===== config.mk =====
export PLATFORM = sky130hd
export DESIGN_NAME = mrs_result_regs
export DESIGN_NICKNAME = d
export VERILOG_FILES = /design/src/mrs_pkg.sv /design/src/mrs_limit_cmp.sv /design/src/mrs_result_hold.sv /design/src/mrs_result_regs.sv
export VERILOG_INCLUDE_DIRS = /design/src
export SDC_FILE = /design/constraint.sdc
export NUM_CORES = 1
export LEC_CHECK = 0
export BUFFER_PORTS_ARGS = -buffer_cell sky130_fd_sc_hd__buf_2
export CAP_MARGIN = 5
export CORE_MARGIN = 4
export CORE_UTILIZATION = 48
export CTS_CLUSTER_DIAMETER = 50
export DETAILED_ROUTE_END_ITERATION = 7
export GPL_TIMING_DRIVEN = 1
export MAX_ROUTING_LAYER = met4
export PLACE_DENSITY = 0.82
export SYNTH_ARGS = -nofsm -noshare
export SYNTH_HDL_FRONTEND = slang
export SYNTH_SLANG_ARGS = --single-unit

===== constraint.sdc =====
create_clock -name sys_clk -period 5.5 [get_ports sys_clk]
set_input_delay 0.275 -clock sys_clk [delete_from_list [all_inputs] [get_ports sys_clk]]
set_output_delay 0.275 -clock sys_clk [all_outputs]
set_load 0.05 [all_outputs]

===== src/mrs_params.svh =====
// offsets, field positions, reset values and widths of the result bank
`ifndef MRS_PARAMS_SVH
`define MRS_PARAMS_SVH
`define MRS_OFS_FLAGS_A 8'h00
`define MRS_OFS_FLAGS_B 8'h01
`define MRS_OFS_INT_SUP_LO 8'h03
`define MRS_OFS_EXT_LO 8'h04
`define MRS_OFS_SUP_HI 8'h06
`define MRS_OFS_INT_HI 8'h07
`define MRS_BIT_INT_HIGH 0
`define MRS_BIT_INT_LOW 1
`define MRS_BIT_EXT_HIGH 2
`define MRS_BIT_EXT_LOW 3
`define MRS_BIT_EXT_FAULT 4
`define MRS_BIT_SUP 4
`define MRS_RST_REG 8'h00
`define MRS_RST_RESULT 10'h000
`define MRS_EXT_UPPER_DEFAULT 8'hff
`define MRS_EXT_LOWER_DEFAULT 8'h00
`define MRS_RESULT_W 10
`define MRS_LIMIT_W 8
`endif


===== src/mrs_pkg.sv =====
// types shared by the monitor result bank
package mrs_pkg;
  typedef struct packed {
    logic [9:0] intTemp;
    logic [9:0] extTemp;
    logic [9:0] supply;
  } mrs_results_t;
  typedef struct packed {
    logic [7:0] tempUpperLimitInt;
    logic [7:0] tempLowerLimitInt;
    logic [7:0] tempUpperLimitExt;
    logic [7:0] tempLowerLimitExt;
    logic [7:0] supplyUpperLimit;
    logic [7:0] supplyLowerLimit;
  } mrs_limits_t;
  typedef enum logic [1:0] {
    MRS_UNLOCKED,
    MRS_LOCKED
  } mrs_lock_t;
endpackage


===== src/mrs_limit_cmp.sv =====
// compares one 10-bit result against an 8-bit upper and lower limit
`timescale 1ns/1ps
module mrs_limit_cmp #(
  parameter int RESULT_W = 10,
  parameter bit SIGNED_CMP = 1'b1
) (
  input wire logic [RESULT_W-1:0] result,
  input wire logic [7:0] upperLimit,
  input wire logic [7:0] lowerLimit,
  output logic aboveUpper,
  output logic atOrBelowLower
);
  logic [RESULT_W-1:0] upExt;
  logic [RESULT_W-1:0] loExt;
  // limits carry the upper 8 result bits; scale to result width
  assign upExt = {upperLimit, {(RESULT_W-8){1'b1}}};
  assign loExt = {lowerLimit, {(RESULT_W-8){1'b0}}};
  always_comb begin
    if (SIGNED_CMP) begin
      aboveUpper = $signed(result) > $signed(upExt);
      atOrBelowLower = $signed(result) <= $signed(loExt);
    end else begin
      aboveUpper = result > upExt;
      atOrBelowLower = result <= loExt;
    end
  end
endmodule // mrs_limit_cmp


===== src/mrs_result_hold.sv =====
// result holder that stops updating while locked
`timescale 1ns/1ps
module mrs_result_hold #(
  parameter int W = 10
) (
  input wire logic sys_clk,
  input wire logic rst_n,
  input wire logic load,
  input wire logic hold,
  input wire logic [W-1:0] newValue,
  output logic [W-1:0] value
);
  always_ff @(posedge sys_clk or negedge rst_n) begin
    if (!rst_n) begin
      value <= '0;
    end else if (load && !hold) begin
      value <= newValue;
    end
  end
endmodule // mrs_result_hold


===== src/mrs_result_regs.sv =====
// Functional notes
// [RQ1] status registers clear on read only when all reported conditions are gone
// [RQ2] software reset clears both status registers unconditionally
// [RQ3] flag A bit 0: internal temperature above its upper limit
// [RQ4] flag A bit 1: internal temperature at or below its lower limit
// [RQ5] flag A bit 2: external temperature above upper limit, default minus one
// [RQ6] flag A bit 3: external temperature at or below lower limit, default zero
// [RQ7] flag A bit 4: external sensor open or short; bits 7..5 zero
// [RQ8] flag B bit 4: supply above its upper limit; other bits zero
// [RQ9] flag B bit 4 also set when supply at or below lower limit
// [RQ10] any set flag drives the interrupt output active
// [RQ11] shared low register: internal temperature bits 1..0 at positions 1..0
// [RQ12] shared low register: supply bits 1..0 at positions 3..2
// [RQ13] external low register: external bits 1..0 at 1..0, rest zero
// [RQ14] supply high register holds bits 9..2, loaded with measurement at start
// [RQ15] internal high register holds two's complement bits 9..2
// [RQ16] other registers read zero after power-up
// [RQ17] reading a low register first freezes its linked high registers
// [RQ18] reading any frozen high register releases all of them
// [RQ19] reading a high register first freezes nothing
// [RQ20] unused bits read zero; writes have no effect
`timescale 1ns/1ps
`include "mrs_params.svh"
module mrs_result_regs
  import mrs_pkg::*;
#(
  parameter int RESULT_W = `MRS_RESULT_W
) (
  input wire logic sys_clk,
  input wire logic rst_n,
  input wire logic softReset,
  input wire logic regRead,
  input wire logic regWrite,
  input wire logic [7:0] regAddr,
  input wire logic [7:0] regWrData,
  input wire logic intActiveHigh,
  input wire logic resultValid,
  input wire mrs_results_t results,
  input wire mrs_limits_t limits,
  input wire logic extSensorFault,
  output logic [7:0] regRdData,
  output logic regRdValid,
  output logic intOut
);
  logic [7:0] flagsA;
  logic [7:0] flagsB;
  logic [7:0] next_flagsA;
  logic [7:0] next_flagsB;
  logic [7:0] condA;
  logic [7:0] condB;
  logic [1:0] intLo;
  logic [1:0] extLo;
  logic [1:0] supLo;
  logic [RESULT_W-1:0] supHold;
  logic [RESULT_W-1:0] intHold;
  logic [RESULT_W-1:0] extHold;
  logic intHi;
  logic intLow;
  logic extHi;
  logic extLow;
  logic supHi;
  logic supLow;
  logic [4:0] liveCond;
  logic [4:0] heldCond;
  logic [4:0] limitCond;
  logic highLocked;
  logic supSeeded;
  mrs_lock_t lockState;
  logic rdFlagsA;
  logic rdFlagsB;
  logic rdIntSupLo;
  logic rdHigh;
  logic unusedWr;

  function automatic logic isAddr(input logic [7:0] a, input logic [7:0] o);
    return a == o;
  endfunction

  assign rdFlagsA = regRead && isAddr(regAddr, `MRS_OFS_FLAGS_A);
  assign rdFlagsB = regRead && isAddr(regAddr, `MRS_OFS_FLAGS_B);
  assign rdIntSupLo = regRead && isAddr(regAddr, `MRS_OFS_INT_SUP_LO);
  assign rdHigh = regRead && (isAddr(regAddr, `MRS_OFS_SUP_HI) ||
                              isAddr(regAddr, `MRS_OFS_INT_HI));
  // host writes land nowhere
  assign unusedWr = regWrite & (|regWrData); // [RQ20]

  // limit comparisons: temperatures signed, supply unsigned
  mrs_limit_cmp #(.RESULT_W(RESULT_W), .SIGNED_CMP(1'b1)) u_cmpInt (
    .result(results.intTemp),
    .upperLimit(limits.tempUpperLimitInt),
    .lowerLimit(limits.tempLowerLimitInt),
    .aboveUpper(intHi),
    .atOrBelowLower(intLow)
  );
  mrs_limit_cmp #(.RESULT_W(RESULT_W), .SIGNED_CMP(1'b1)) u_cmpExt (
    .result(results.extTemp),
    .upperLimit(limits.tempUpperLimitExt),
    .lowerLimit(limits.tempLowerLimitExt),
    .aboveUpper(extHi),
    .atOrBelowLower(extLow)
  );
  mrs_limit_cmp #(.RESULT_W(RESULT_W), .SIGNED_CMP(1'b0)) u_cmpSup (
    .result(results.supply),
    .upperLimit(limits.supplyUpperLimit),
    .lowerLimit(limits.supplyLowerLimit),
    .aboveUpper(supHi),
    .atOrBelowLower(supLow)
  );

  // verdict of the conversion on the inputs now
  assign liveCond = {supHi | supLow, extLow, extHi, intLow, intHi}; // [RQ9]

  // verdict of the last conversion stands until the next one or a soft reset
  // so a read cannot clear a flag whose result is still out of limit
  always_ff @(posedge sys_clk or negedge rst_n) begin
    if (!rst_n) begin
      heldCond <= '0;
    end else if (softReset) begin
      heldCond <= '0; // [RQ2]
    end else if (resultValid) begin
      heldCond <= liveCond; // [RQ1]
    end
  end
  assign limitCond = resultValid ? liveCond : heldCond; // [RQ1]

  always_comb begin
    condA = '0;
    condB = '0;
    condA[`MRS_BIT_INT_HIGH] = limitCond[0]; // [RQ3]
    condA[`MRS_BIT_INT_LOW] = limitCond[1]; // [RQ4]
    condA[`MRS_BIT_EXT_HIGH] = limitCond[2]; // [RQ5]
    condA[`MRS_BIT_EXT_LOW] = limitCond[3]; // [RQ6]
    condB[`MRS_BIT_SUP] = limitCond[4]; // [RQ8] [RQ9]
    condA[`MRS_BIT_EXT_FAULT] = extSensorFault; // [RQ7]
  end

  // flags stick; a read clears a register only when none of its own conditions is present
  always_comb begin
    next_flagsA = flagsA;
    next_flagsB = flagsB;
    if (softReset) begin
      next_flagsA = `MRS_RST_REG; // [RQ2]
      next_flagsB = `MRS_RST_REG; // [RQ2]
    end else begin
      if (rdFlagsA && condA == '0) begin
        next_flagsA = `MRS_RST_REG; // [RQ1]
      end
      if (rdFlagsB && condB == '0) begin
        next_flagsB = `MRS_RST_REG; // [RQ1]
      end
      next_flagsA = next_flagsA | condA;
      next_flagsB = next_flagsB | condB;
    end
  end

  always_ff @(posedge sys_clk or negedge rst_n) begin
    if (!rst_n) begin
      flagsA <= `MRS_RST_REG; // [RQ16]
      flagsB <= `MRS_RST_REG; // [RQ16]
    end else begin
      flagsA <= next_flagsA & 8'h1f; // [RQ7] [RQ20]
      flagsB <= next_flagsB & 8'h10; // [RQ8] [RQ20]
    end
  end

  // interrupt output follows any set flag in chosen polarity
  always_ff @(posedge sys_clk or negedge rst_n) begin
    if (!rst_n) begin
      intOut <= 1'b0;
    end else begin
      intOut <= ((|next_flagsA) | (|next_flagsB)) ~^ intActiveHigh; // [RQ10]
    end
  end

  // lock of the high registers
  always_ff @(posedge sys_clk or negedge rst_n) begin
    if (!rst_n) begin
      lockState <= MRS_UNLOCKED;
    end else begin
      case (lockState)
        MRS_UNLOCKED: begin
          if (rdIntSupLo) begin
            lockState <= MRS_LOCKED; // [RQ17]
          end
        end
        MRS_LOCKED: begin
          if (rdHigh) begin
            lockState <= MRS_UNLOCKED; // [RQ18]
          end
        end
        default: lockState <= MRS_UNLOCKED;
      endcase
    end
  end
  // a high read while unlocked leaves the lock alone
  assign highLocked = (lockState == MRS_LOCKED); // [RQ19]

  // supply holder is loaded once after reset even if no valid yet
  always_ff @(posedge sys_clk or negedge rst_n) begin
    if (!rst_n) begin
      supSeeded <= 1'b0;
    end else begin
      supSeeded <= 1'b1;
    end
  end

  mrs_result_hold #(.W(RESULT_W)) u_holdSup (
    .sys_clk(sys_clk),
    .rst_n(rst_n),
    .load(resultValid | !supSeeded), // [RQ14]
    .hold(highLocked), // [RQ17]
    .newValue(results.supply),
    .value(supHold)
  );
  mrs_result_hold #(.W(RESULT_W)) u_holdInt (
    .sys_clk(sys_clk),
    .rst_n(rst_n),
    .load(resultValid),
    .hold(highLocked), // [RQ17]
    .newValue(results.intTemp),
    .value(intHold)
  );
  mrs_result_hold #(.W(RESULT_W)) u_holdExt (
    .sys_clk(sys_clk),
    .rst_n(rst_n),
    .load(resultValid),
    .hold(1'b0),
    .newValue(results.extTemp),
    .value(extHold)
  );

  // low bits follow the latest conversion
  always_ff @(posedge sys_clk or negedge rst_n) begin
    if (!rst_n) begin
      intLo <= '0;
      supLo <= '0;
      extLo <= '0;
    end else if (resultValid) begin
      intLo <= results.intTemp[1:0];
      supLo <= results.supply[1:0];
      extLo <= results.extTemp[1:0];
    end
  end

  // read data register
  always_ff @(posedge sys_clk or negedge rst_n) begin
    if (!rst_n) begin
      regRdData <= `MRS_RST_REG;
      regRdValid <= 1'b0;
    end else begin
      regRdValid <= regRead;
      if (regRead) begin
        case (regAddr)
          `MRS_OFS_FLAGS_A: regRdData <= flagsA;
          `MRS_OFS_FLAGS_B: regRdData <= flagsB;
          `MRS_OFS_INT_SUP_LO: regRdData <= {4'h0, supLo, intLo}; // [RQ11] [RQ12]
          `MRS_OFS_EXT_LO: regRdData <= {6'h00, extLo}; // [RQ13]
          `MRS_OFS_SUP_HI: regRdData <= supHold[RESULT_W-1:2]; // [RQ14]
          `MRS_OFS_INT_HI: regRdData <= intHold[RESULT_W-1:2]; // [RQ15]
          default: regRdData <= 8'h00; // [RQ20]
        endcase
      end
    end
  end
endmodule // mrs_result_regs


==> key figures, run 1 <==
Outcome
  – Status: complete, no violations

Cells and area
  – Fillers: about 570
  – Area of the multi-input gates: between 1500 and 2000 µm²
  – Antenna fix cells: 0
  – FF+latch area: 1130 µm²
  – Share of layout cells above drive strength 1: 30.8%
  – Final core occ: between 60% and 70%
  – Fin nets: 608
  – Synthesis-to-layout area growth: 20.9%

Placement
  – Buffers on Ports: 102
  – Pre-CTS setup slack: 2.83 ns
  – Routability congestion estimate: between 0.8 and 0.9
  – DP HPWL: 6790 µm

Synthesis
  – Synthesized cell area: 3290 µm²
  – Number of synthesized flops with an enable pin: 0
  – Synth area leader: dfrtp_1
  – Syn. warnings: 0
  – Synth async-reset ratio: 100%
  – Avg Cell Area, Syn: 9.27 µm²
  – Sequential area share after synthesis: 34.2%
  – Area share of the largest cell type after synthesis: 34.2%
  – Register bit count reported by yosys: 45
  – Synthesized net count: between 500 and 600
  – Gate Count Post-Synth: 355
  – Cell variety after synth: 52
  – Primary FF master, synth: dfrtp_1
  – Synth top area cells: dfrtp_1 (34%), ha_1 (18%), mux2_2 (8.9%)

CTS
  – Clock Tree Root: clkbuf_8
  – CTS tree: built
  – Clk_lat worst skew: 0.29 ns
  – Post-CTS Setup Inserts: 0
  – Total CTS buffers: 5
  – Clock sinks: 45
  – Hold buffers post-CTS: 0
  – H-tree depth: 2
  – Clock-pin slew on the worst setup and hold paths: about 0.080 ns
  – Max Buffers Root-to-Sink: 2
  – Post_cts resized: 0

Die
  – Chip height: 90.8 µm
  – Die X-Extent: 90.8 µm
  – I/O Pins: roughly 110
  – FP Rows: 29
  – Initial Util: 50.7%
  – Core area: 6490 µm²
  – Die area: 8250 µm²

STA
  – RSZ-0062 raised after global routing: no
  – TNS Setup: 0 ns
  – Period utilization: 45.8%
  – Hold WS: ~0.13 ns
  – Max_slew headroom: a little over a third
  – Worst Max-Slew Pin Slew: 0.955 ns
  – Final Hold Violating Endpoints: 0
  – Fin. max-slew vios: 0
  – Final WS setup: 2.98 ns
  – F_max: around 0.40 GHz
  – Clock skew: 0.0105 ns
  – Final min period: 2.52 ns
  – Final setup viols: 0

Routing
  – Routed length per instance: around 15 µm
  – 1st-iter DRT viols: 193
  – Routed wire length: 8050 µm
  – DR vias: 2985
  – 1st-pass router iterations: 4
  – Via/cell ratio: 5.58
  – Detail Route Antenna Nets: 0
  – DRC Markers: 0

Global route
  – Overall routing resource usage: 21.4%
  – Initial antenna violation count: 0
  – Vias in the first global route: 3091
  – First-pass GRT wire length: 14200 µm
  – Largest net degree at the start of global routing: 46
  – GRT overflow: 0

Worst setup path
  – Critical path type: reg2reg
  – CP Capture Type: flop
  – Worst Path Max Fanout: 4
  – Worst path arrival time: 2.72 ns
  – Startpoint Class: flop
  – WP data required: 5.70 ns

Run
  – Maxcap violations: 0

Power and ir drop
  – Power Density: 205 nW/µm²
  – Total power: 0.817 mW
  – Static Leak: 2.12 nW
  – VDD IR-drop max: 0.0000915 V

Hold path
  – Hold crit path type: in2async
-- path summary, 6_finish.rpt --
path	depth (start not counted)	start	slack, ns	end
min in group sys_clk	2	results[5]	0.25	u_holdSup.value[5]
setup / recovery	6	heldCond[0]	2.98	intOut
setup reg to reg	6	heldCond[0]	2.98	intOut
hold reg to reg	1	u_holdSup.value[3]	0.51	u_holdSup.value[3]
max in group asynchronous	1	rst_n	4.77	flagsA[4]
hold / removal	1	rst_n	0.13	flagsB[4]
-- critical path, cell delays in order (launching register included) --
cell and delay [ns]:
dfrtp_1 0.36, nor2b_2 0.16, or4b_1 0.50, or4_1 0.52
o31a_2 0.16, or4_1 0.52, o211ai_1 0.20
-- logic make-up (layout without fill, tap and decap cells) --
family	count (synthesis)	after routing	synth area share, %
buffers and inverters	72	175	8.21
flip-flops	45	45	34.2
AO/OA/AOI/OAI	70	70	14.3
AND/OR/NAND/NOR	89	89	14.8
adder cells (fa/ha/maj)	48	48	18.2
multiplexers	30	30	10.1
other	1	1	0.114
-- where the power goes --
part / internal (mW) / total [mW] / switching (mW) / leakage [nW]
Sequential: 0.357 / 0.372 / 0.0151 / 0.557
Combinational: 0.0980 / 0.206 / 0.108 / 1.51
Clock: 0.132 / 0.239 / 0.107 / 0.0540
-- placed cells by master (no fill, tap or decap), types with 8 or more instances in the layout --
master,instances
a21oi_1,18
buf_2,102
dfrtp_1,45
ha_1,48
inv_1,66
mux2_2,26
nand2_1,14
nand4_1,8
nor2_1,18
nor2b_1,9
nor3_1,11
o22ai_1,12
-- cells in the mapped netlist, drive strengths merged (3+ instances only) --
cell type / n
nand4: 8
mux2i: 4
clkbuf: 5
nor2b: 10
nor3: 11
o21ai: 8
a21o: 4
ha: 48
inv: 66
or4: 3
nand2b: 3
a21oi: 18
o22ai: 12
nor4: 4
dfrtp: 45
nand2: 14
mux2: 26
nand3: 4
and3: 5
a211oi: 3
nor2: 18
-- routing by layer --
layer  global-route usage (%)  share of wire (%)
met1                     27.5                 45
met2                     34.3                 47
met3                     3.75                6.5
met4                     6.78                1.7
met5                        -                  0
-- area by class of cell --
type / count / area share [%]
flip-flops and latches: 45 / 28.3
clock inverters: 2 / 0.880
inverters: 66 / 6.22
clock buffers: 5 / 1.73
multi-input cells: 238 / 47.6
repair buffers: 102 / 12.8
well taps: 77 / 2.42
-- through the flow --
| stage | instances | area [µm²] |
|---|---|---|
| final | 535 | 3980 |
| after global routing | 535 | 3980 |
| after CTS | 535 | 3980 |
| after detailed placement | 528 | 3880 |
| after global placement | 528 | 3880 |
| after floorplan | 355 | 3290 |
-- state kept, by name, indices dropped and copies added (netlist names) --
name / count
regRdData: 8
u_holdInt.value: 8
u_holdSup.value: 8
flagsA: 5
heldCond: 5
extLo: 2
intLo: 2
supLo: 2
flagsB: 1
intOut: 1
lockState: 1
regRdValid: 1
supSeeded: 1
No activity file was read; power rests on OpenSTA's default activity.
==> run 2: changes to the inputs <==
--- a/config.mk
+++ b/config.mk
@@ -9,7 +9,7 @@
 export BUFFER_PORTS_ARGS = -buffer_cell sky130_fd_sc_hd__buf_2
 export CAP_MARGIN = 5
 export CORE_MARGIN = 4
-export CORE_UTILIZATION = 48
+export CORE_UTILIZATION = 46
 export CTS_CLUSTER_DIAMETER = 50
 export DETAILED_ROUTE_END_ITERATION = 7
 export GPL_TIMING_DRIVEN = 1
==> constraint.sdc (replaced) <==
create_clock -name sys_clk -period 2.3 [get_ports sys_clk]
set_input_delay 0.115 -clock sys_clk [delete_from_list [all_inputs] [get_ports sys_clk]]
set_output_delay 0.115 -clock sys_clk [all_outputs]
set_load 0.05 [all_outputs]
==> run 2 against run 1 <==
  * The run now ends with hold timing, setup timing left
  * Highest routed layer unchanged
  * Sequential cell count is the same
  * Largest cell class unchanged
  * First-iteration DRC count fell by 53%
  * Setup slack worse by 3.0 ns
  * Via count fell by 0.23%
  * Utilization fell by 1.9 points
  * Final area up 2.5%
  * Die area is 4.0% higher
  * Sequential power is 140% higher
==> key figures, run 2 (synthesis gave the netlist of run 1 again) <==
Outcome
  – Status: finished, violations left
  – Failing checks: hold timing, setup timing

Routing
  – DRC Markers: 0 (unchanged)
  – Routed wire length: 8330 µm (+3.4%)
  – Routed length per instance: 14.8 µm (-1.6%)
  – 1st-pass router iterations: 4 (unchanged)
  – DR vias: 2978 (-0.23%)
  – Via/cell ratio: 5.30 (-5.0%)
  – 1st-iter DRT viols: 91 (-53%)
  – Detail Route Antenna Nets: 0 (unchanged)

STA
  – Worst Max-Slew Pin Slew: 1.00 ns (+0.0460 ns)
  – Final min period: 2.34 ns (-0.177 ns)
  – Fin. max-slew vios: 0 (unchanged)
  – RSZ-0062 raised after global routing: yes
  – Final Hold Violating Endpoints: 24 (+24)
  – F_max: 0.427 GHz (+7.5%)
  – Clock skew: 0.0111 ns (+0.000614 ns)
  – Hold WS: -0.0238 ns (-0.152 ns)
  – Max_slew headroom: 33.3% (-3.1 points)
  – Final setup viols: 2 (+2)
  – Final WS setup: -0.0429 ns (-3.02 ns)
  – Period utilization: 102% (+56 points)

Worst setup path
  – Worst Path Max Fanout: 4 (unchanged)
  – WP data required: 2.52 ns (-3.18 ns)
  – Critical path type: reg2reg
  – Worst path arrival time: 2.56 ns (-0.16 ns)
  – CP Capture Type: flop
  – Startpoint Class: flop

Cells and area
  – Top flop regs: regRdData x8, u_holdInt.value x8, u_holdSup.value x8
  – FF+latch area: 1130 µm² (unchanged)
  – Share of layout cells above drive strength 1: 32.6% (+1.8 points)
  – Synthesis-to-layout area growth: 24.0%
  – Most frequent cells in the layout: buf_2 (102), inv_1 (66), ha_1 (48)
  – Fin nets: 615 (+1.2%)
  – Final core occ: 59.4% (-1.9 points)
  – Area of the multi-input gates: 1940 µm² (+2.2%)
  – Final instance area: 4080 µm² (+2.5%)
  – Most common cell after layout, fill and taps aside: buf_2
  – Fillers: 611 (+8.1%)
  – Antenna fix cells: 0 (unchanged)

Power and ir drop
  – Combinational Power Share: 27.3% (+2.0 points)
  – Switch Pwr: 0.583 mW (+150%)
  – Clock power share: 26.0% (-3.3 points)
  – Power Density: 466 nW/µm² (+130%)
  – Sw Share: 30.7% (+2.4 points)
  – Total power: 1.90 mW (+130%)
  – VDD IR-drop max: 0.000196 V (+110%)
  – Internal: 1.32 mW (+120%)
  – Sequential share of power: 46.7% (+1.2 points)
  – Static Leak: 2.15 nW (+1.5%)

Placement
  – Pre-CTS setup slack: -0.157 ns (-2.99 ns)
  – Buffers on Ports: 102 (unchanged)
  – Post-DP Area: 3950 µm² (+1.8%)
  – Routability congestion estimate: 0.869 (-1.1%)
  – DP HPWL: 6840 µm (+0.68%)

Run
  – Maxcap violations: 0 (unchanged)

CTS
  – CTS tree: built
  – Max Buffers Root-to-Sink: 2 (unchanged)
  – Clock-pin slew on the worst setup and hold paths: 0.09 ns (about the same)
  – Clock sinks: 45 (unchanged)
  – Clock Tree Root: clkbuf_8
  – Hold buffers post-CTS: 0 (unchanged)
  – Total CTS buffers: 5 (unchanged)
  – Clk_lat worst skew: 0.30 ns (about the same)
  – H-tree depth: 2 (unchanged)

Die
  – Die area: 8570 µm² (+4.0%)
  – FP Rows: 30 (+3.4%)
  – Die X-Extent: 92.6 µm (+2.0%)
  – Chip height: 92.6 µm (+2.0%)
  – Core area: 6870 µm² (+5.8%)
  – Initial Util: 47.9% (-2.8 points)
  – I/O Pins: 112 (unchanged)

Global route
  – Vias in the first global route: 3092 (+0.032%)
  – Largest net degree at the start of global routing: 46 (unchanged)
  – Initial antenna violation count: 0 (unchanged)
  – GRT overflow: 0 (unchanged)
  – Overall routing resource usage: 20.6% (-0.79 points)
  – First-pass GRT wire length: 13800 µm (-2.2%)

Hold path
  – Hold crit path type: in2async
## run 2: changes by cell type in the layout (fill, tap and decap cells not counted), sizes merged
cell,before,now
buf,102,109
bufinv,1,0
clkbuf,5,6
clkinv,1,0
clkinvlp,0,2
## run 2: critical path, cell delays in order (launching register included)
cell and delay (ns):
dfrtp_1 0.37, nor2b_4 0.12, or4b_4 0.53, or4_4 0.52, o31a_4 0.15, or4_1 0.40
o211ai_1 0.17
## run 2: per-layer routing
metal	share of wire (%)	up-vias	global-route usage (%)
li1	-	1488	-
met1	45	1379	26.7
met2	48	101	32.9
met3	5.9	10	3.41
met4	1.2	0	6.44
met5	0	-	-
## run 2: final timing paths
path,slack [ns],cells after the start,end,from
max in group asynchronous,1.69,1,heldCond[3],rst_n
min in group sys_clk,0.07,1,regRdValid,regRead
hold reg to reg,0.52,1,u_holdInt.value[3],u_holdInt.value[3]
hold / removal,-0.02,1,u_holdSup.value[8],rst_n
setup reg to reg,-0.04,6,intOut,heldCond[0]
setup / recovery,-0.04,6,intOut,heldCond[0]
## run 2: area by class of cell
type,count,share of cell area [%]
Clock buffer,6,1.78
Clock inverter,2,0.368
Tap cell,96,2.94
Sequential cell,45,27.6
Multi-Input combinational cell,238,47.5
Inverter,66,6.07
Timing Repair Buffer,109,13.8
## run 2: through the flow
stage	std cells	TNS (ns)
2_1_floorplan	355	-0.00246
3_3_place_gp	553	-0.204
3_5_place_dp	553	-0.516
4_1_cts	561	-0.0418
6_report	562	-0.0639
5_1_grt	562	-0.285
## run 2: timing repair
item	in CTS	in global routing
resized for setup	6	1
pin swaps	3	4
endpoints found under the setup margin	5	5
buffers inserted	0	1
## run 2: power by group through the flow
| stage | clock network [mW] | logic (mW) | registers [mW] |
|---|---|---|---|
| final | 0.494 | 0.520 | 0.888 |
| after global routing | 0.546 | 0.588 | 0.894 |
| after CTS | 0.505 | 0.519 | 0.888 |
| after detailed placement | 0 | 0.504 | 0.903 |
| after global placement | 0 | 0.478 | 0.901 |
| after floorplan | 0 | 0.297 | 0.900 |
==> run 3: changes to the inputs <==
--- a/config.mk
+++ b/config.mk
@@ -9,12 +9,12 @@
 export BUFFER_PORTS_ARGS = -buffer_cell sky130_fd_sc_hd__buf_2
 export CAP_MARGIN = 5
 export CORE_MARGIN = 4
-export CORE_UTILIZATION = 46
+export CORE_UTILIZATION = 35
 export CTS_CLUSTER_DIAMETER = 50
 export DETAILED_ROUTE_END_ITERATION = 7
 export GPL_TIMING_DRIVEN = 1
 export MAX_ROUTING_LAYER = met4
-export PLACE_DENSITY = 0.82
+export PLACE_DENSITY = 0.66
 export SYNTH_ARGS = -nofsm -noshare
 export SYNTH_HDL_FRONTEND = slang
 export SYNTH_SLANG_ARGS = --single-unit
==> run 3 against run 2 <==
  * Clock power down 3%
  * Sequential power about the same
  * Final cell count up 2.7%
  * Utilization down 15 points
  * Via count down 2.0%
  * Sequential cell count unchanged
  * Register-to-register slack better by 0.04 ns
  * Routed wire length down 1.8%
  * Global-route usage down 5.4 points
  * The run ends with setup timing left
  * Maximum frequency up 1.8%
  * First-iteration DRC count up 64%
  * Largest power group unchanged
==> key figures, run 3 (synthesis gave the netlist of run 1 again) <==
Routing
  – DR vias: 2919 (-2.0%)
  – 1st-iter DRT viols: 149 (+64%)
  – 1st-pass router iterations: 4 (unchanged)
  – Routed wire length: 8180 µm (-1.8%)
  – Via/cell ratio: 5.06 (-4.5%)
  – Detail Route Antenna Nets: 0 (unchanged)
  – DRC Markers: 0 (unchanged)
  – Routed length per instance: 14.2 µm (-4.3%)

Placement
  – Pre-CTS setup slack: -0.0932 ns (+0.0634 ns)
  – DP HPWL: 6900 µm (+0.86%)
  – Routability congestion estimate: 0.838 (-3.6%)
  – Buffers on Ports: 102 (unchanged)

CTS
  – CTS tree: built
  – Max Buffers Root-to-Sink: 2 (unchanged)
  – Clock Tree Root: clkbuf_8
  – Clk_lat worst skew: 0.31 ns (about the same)
  – H-tree depth: 2 (unchanged)
  – Post-CTS Setup Inserts: 0 (unchanged)
  – Clock sinks: 45 (unchanged)
  – Clock-pin slew on the worst setup and hold paths: 0.09 ns (about the same)
  – Total CTS buffers: 5 (unchanged)

Global route
  – First-pass GRT wire length: 13500 µm (-2.3%)
  – Vias in the first global route: 2972 (-3.9%)
  – Initial antenna violation count: 0 (unchanged)
  – Overall routing resource usage: 15.2% (-5.4 points)
  – Largest net degree at the start of global routing: 28 (-39%)
  – GRT overflow: 0 (unchanged)

STA
  – Final WS setup: -0.00162 ns (+0.0413 ns)
  – Fin. max-slew vios: 0 (unchanged)
  – Final Hold Violating Endpoints: 0 (-100%)
  – F_max: 0.434 GHz (+1.8%)
  – Worst Max-Slew Pin Slew: 0.634 ns (-0.367 ns)
  – Clock skew: 0.0150 ns (+0.00386 ns)
  – Final setup viols: 1 (-1)
  – Period utilization: 100% (-1.8 points)
  – Hold WS: 0.0785 ns (+0.102 ns)
  – RSZ-0062 raised after global routing: yes
  – Final min period: 2.30 ns (-0.0413 ns)
  – Max_slew headroom: 57.6% (+24 points)

Cells and area
  – Most common cell after layout, fill and taps aside: buf_2
  – Synthesis-to-layout area growth: 24.9%
  – Share of layout cells above drive strength 1: 32.8% (+0.21 points)
  – Fin nets: 616 (+0.16%)
  – Antenna fix cells: 0 (unchanged)
  – Top flop regs: regRdData x8, u_holdInt.value x8, u_holdSup.value x8
  – Most frequent cells in the layout: buf_2 (102), inv_1 (66), ha_1 (48)

Die
  – Die area: 11000 µm² (+29%)
  – Core area: 9200 µm² (+34%)
  – Chip height: 105 µm (+13%)
  – Die X-Extent: 105 µm (+13%)
  – FP Rows: 35 (+17%)
  – Initial Util: 35.8% (-12 points)
  – I/O Pins: 112 (unchanged)

Worst setup path
  – Critical path type: reg2reg
  – Startpoint Class: flop
  – WP data required: 2.53 ns (about the same)
  – CP Capture Type: flop
  – Worst Path Max Fanout: 4 (unchanged)
  – Worst path arrival time: 2.53 ns (-0.03 ns)

Outcome
  – Failing checks: setup timing
  – Status: finished, violations left

Power and ir drop
  – VDD IR-drop max: 0.000261 V (+33%)
  – Power Density: 459 nW/µm² (-1.6%)
  – Total power: 1.89 mW (-0.89%)
  – Static Leak: 2.16 nW (+0.56%)

Hold path
  – Hold crit path type: in2reg

Run
  – Maxcap violations: 0 (unchanged)
## run 3: changes by cell type in the layout (fill, tap and decap cells not counted)
cell,previous run,this run
clkbuf_1,1,0
nor3_2,1,2
clkinvlp_4,2,0
nor3_1,10,9
inv_6,0,1
dlygate4sd3_1,0,1
clkinv_2,0,1
## run 3: where the power goes
group	total (mW)	internal [mW]	switching (mW)
clock	0.478	0.210	0.268
sequential	0.888	0.852	0.0359
combinational	0.518	0.251	0.268
## run 3: per-layer routing
metal | global-route usage (%) | wire length, µm | vias to the layer above | part of all wire, %
met5 | - | 0 | - | 0
li1 | - | - | 1483 | -
met1 | 19.0 | 3700 | 1340 | 45
met4 | 3.00 | 100 | 0 | 1.2
met2 | 25.9 | 3990 | 86 | 49
met3 | 2.59 | 396 | 10 | 4.8
## run 3: path summary, 6_finish.rpt
kind	slack, ns	startpoint	endpoint	depth (start not counted)
setup / recovery	-0.002	heldCond[0]	intOut	6
hold / removal	0.08	results[11]	extLo[1]	2
setup reg to reg	-0.002	heldCond[0]	intOut	6
hold reg to reg	0.51	intLo[1]	intLo[1]	1
max in group asynchronous	1.33	rst_n	heldCond[4]	3
min in group asynchronous	0.26	rst_n	heldCond[1]	2
## run 3: cell type report
cell class                 count  area (µm²)
clock buffer                   5        68.8
sequential                    45        1130
fill                         918        5090
clock inverter                 2        13.8
tap                          111         139
inverter                      66         248
timing repair buffer         110         573
multi-input combinational    238        1940
## run 3: critical path, stage by stage (launching register included)
cell	delay, ns
dfrtp_1	0.38
nor2b_4	0.12
or4b_4	0.48
or4_4	0.52
o31a_4	0.15
or4_1	0.40
o211ai_1	0.18
## run 3: per-stage QoR
| step | util [%] | area, µm² | setup TNS, ns | std cells |
|---|---|---|---|---|
| detailed placement | 43.2 | 3970 | -0.316 | 569 |
| floorplan | - | 3290 | -0.00246 | 355 |
| global route | 44.7 | 4110 | -0.205 | 577 |
| global placement | 43.2 | 3970 | -0.158 | 569 |
| CTS | 44.4 | 4090 | -0.0477 | 577 |
| finish | 44.7 | 4110 | -0.00162 | 577 |
## run 3: repair_timing
item	in CTS	in global routing
pin swaps	3	3
endpoints found under the hold margin	18	0
hold buffers	1	0
setup endpoints to repair	5	4
gates resized for setup	3	5
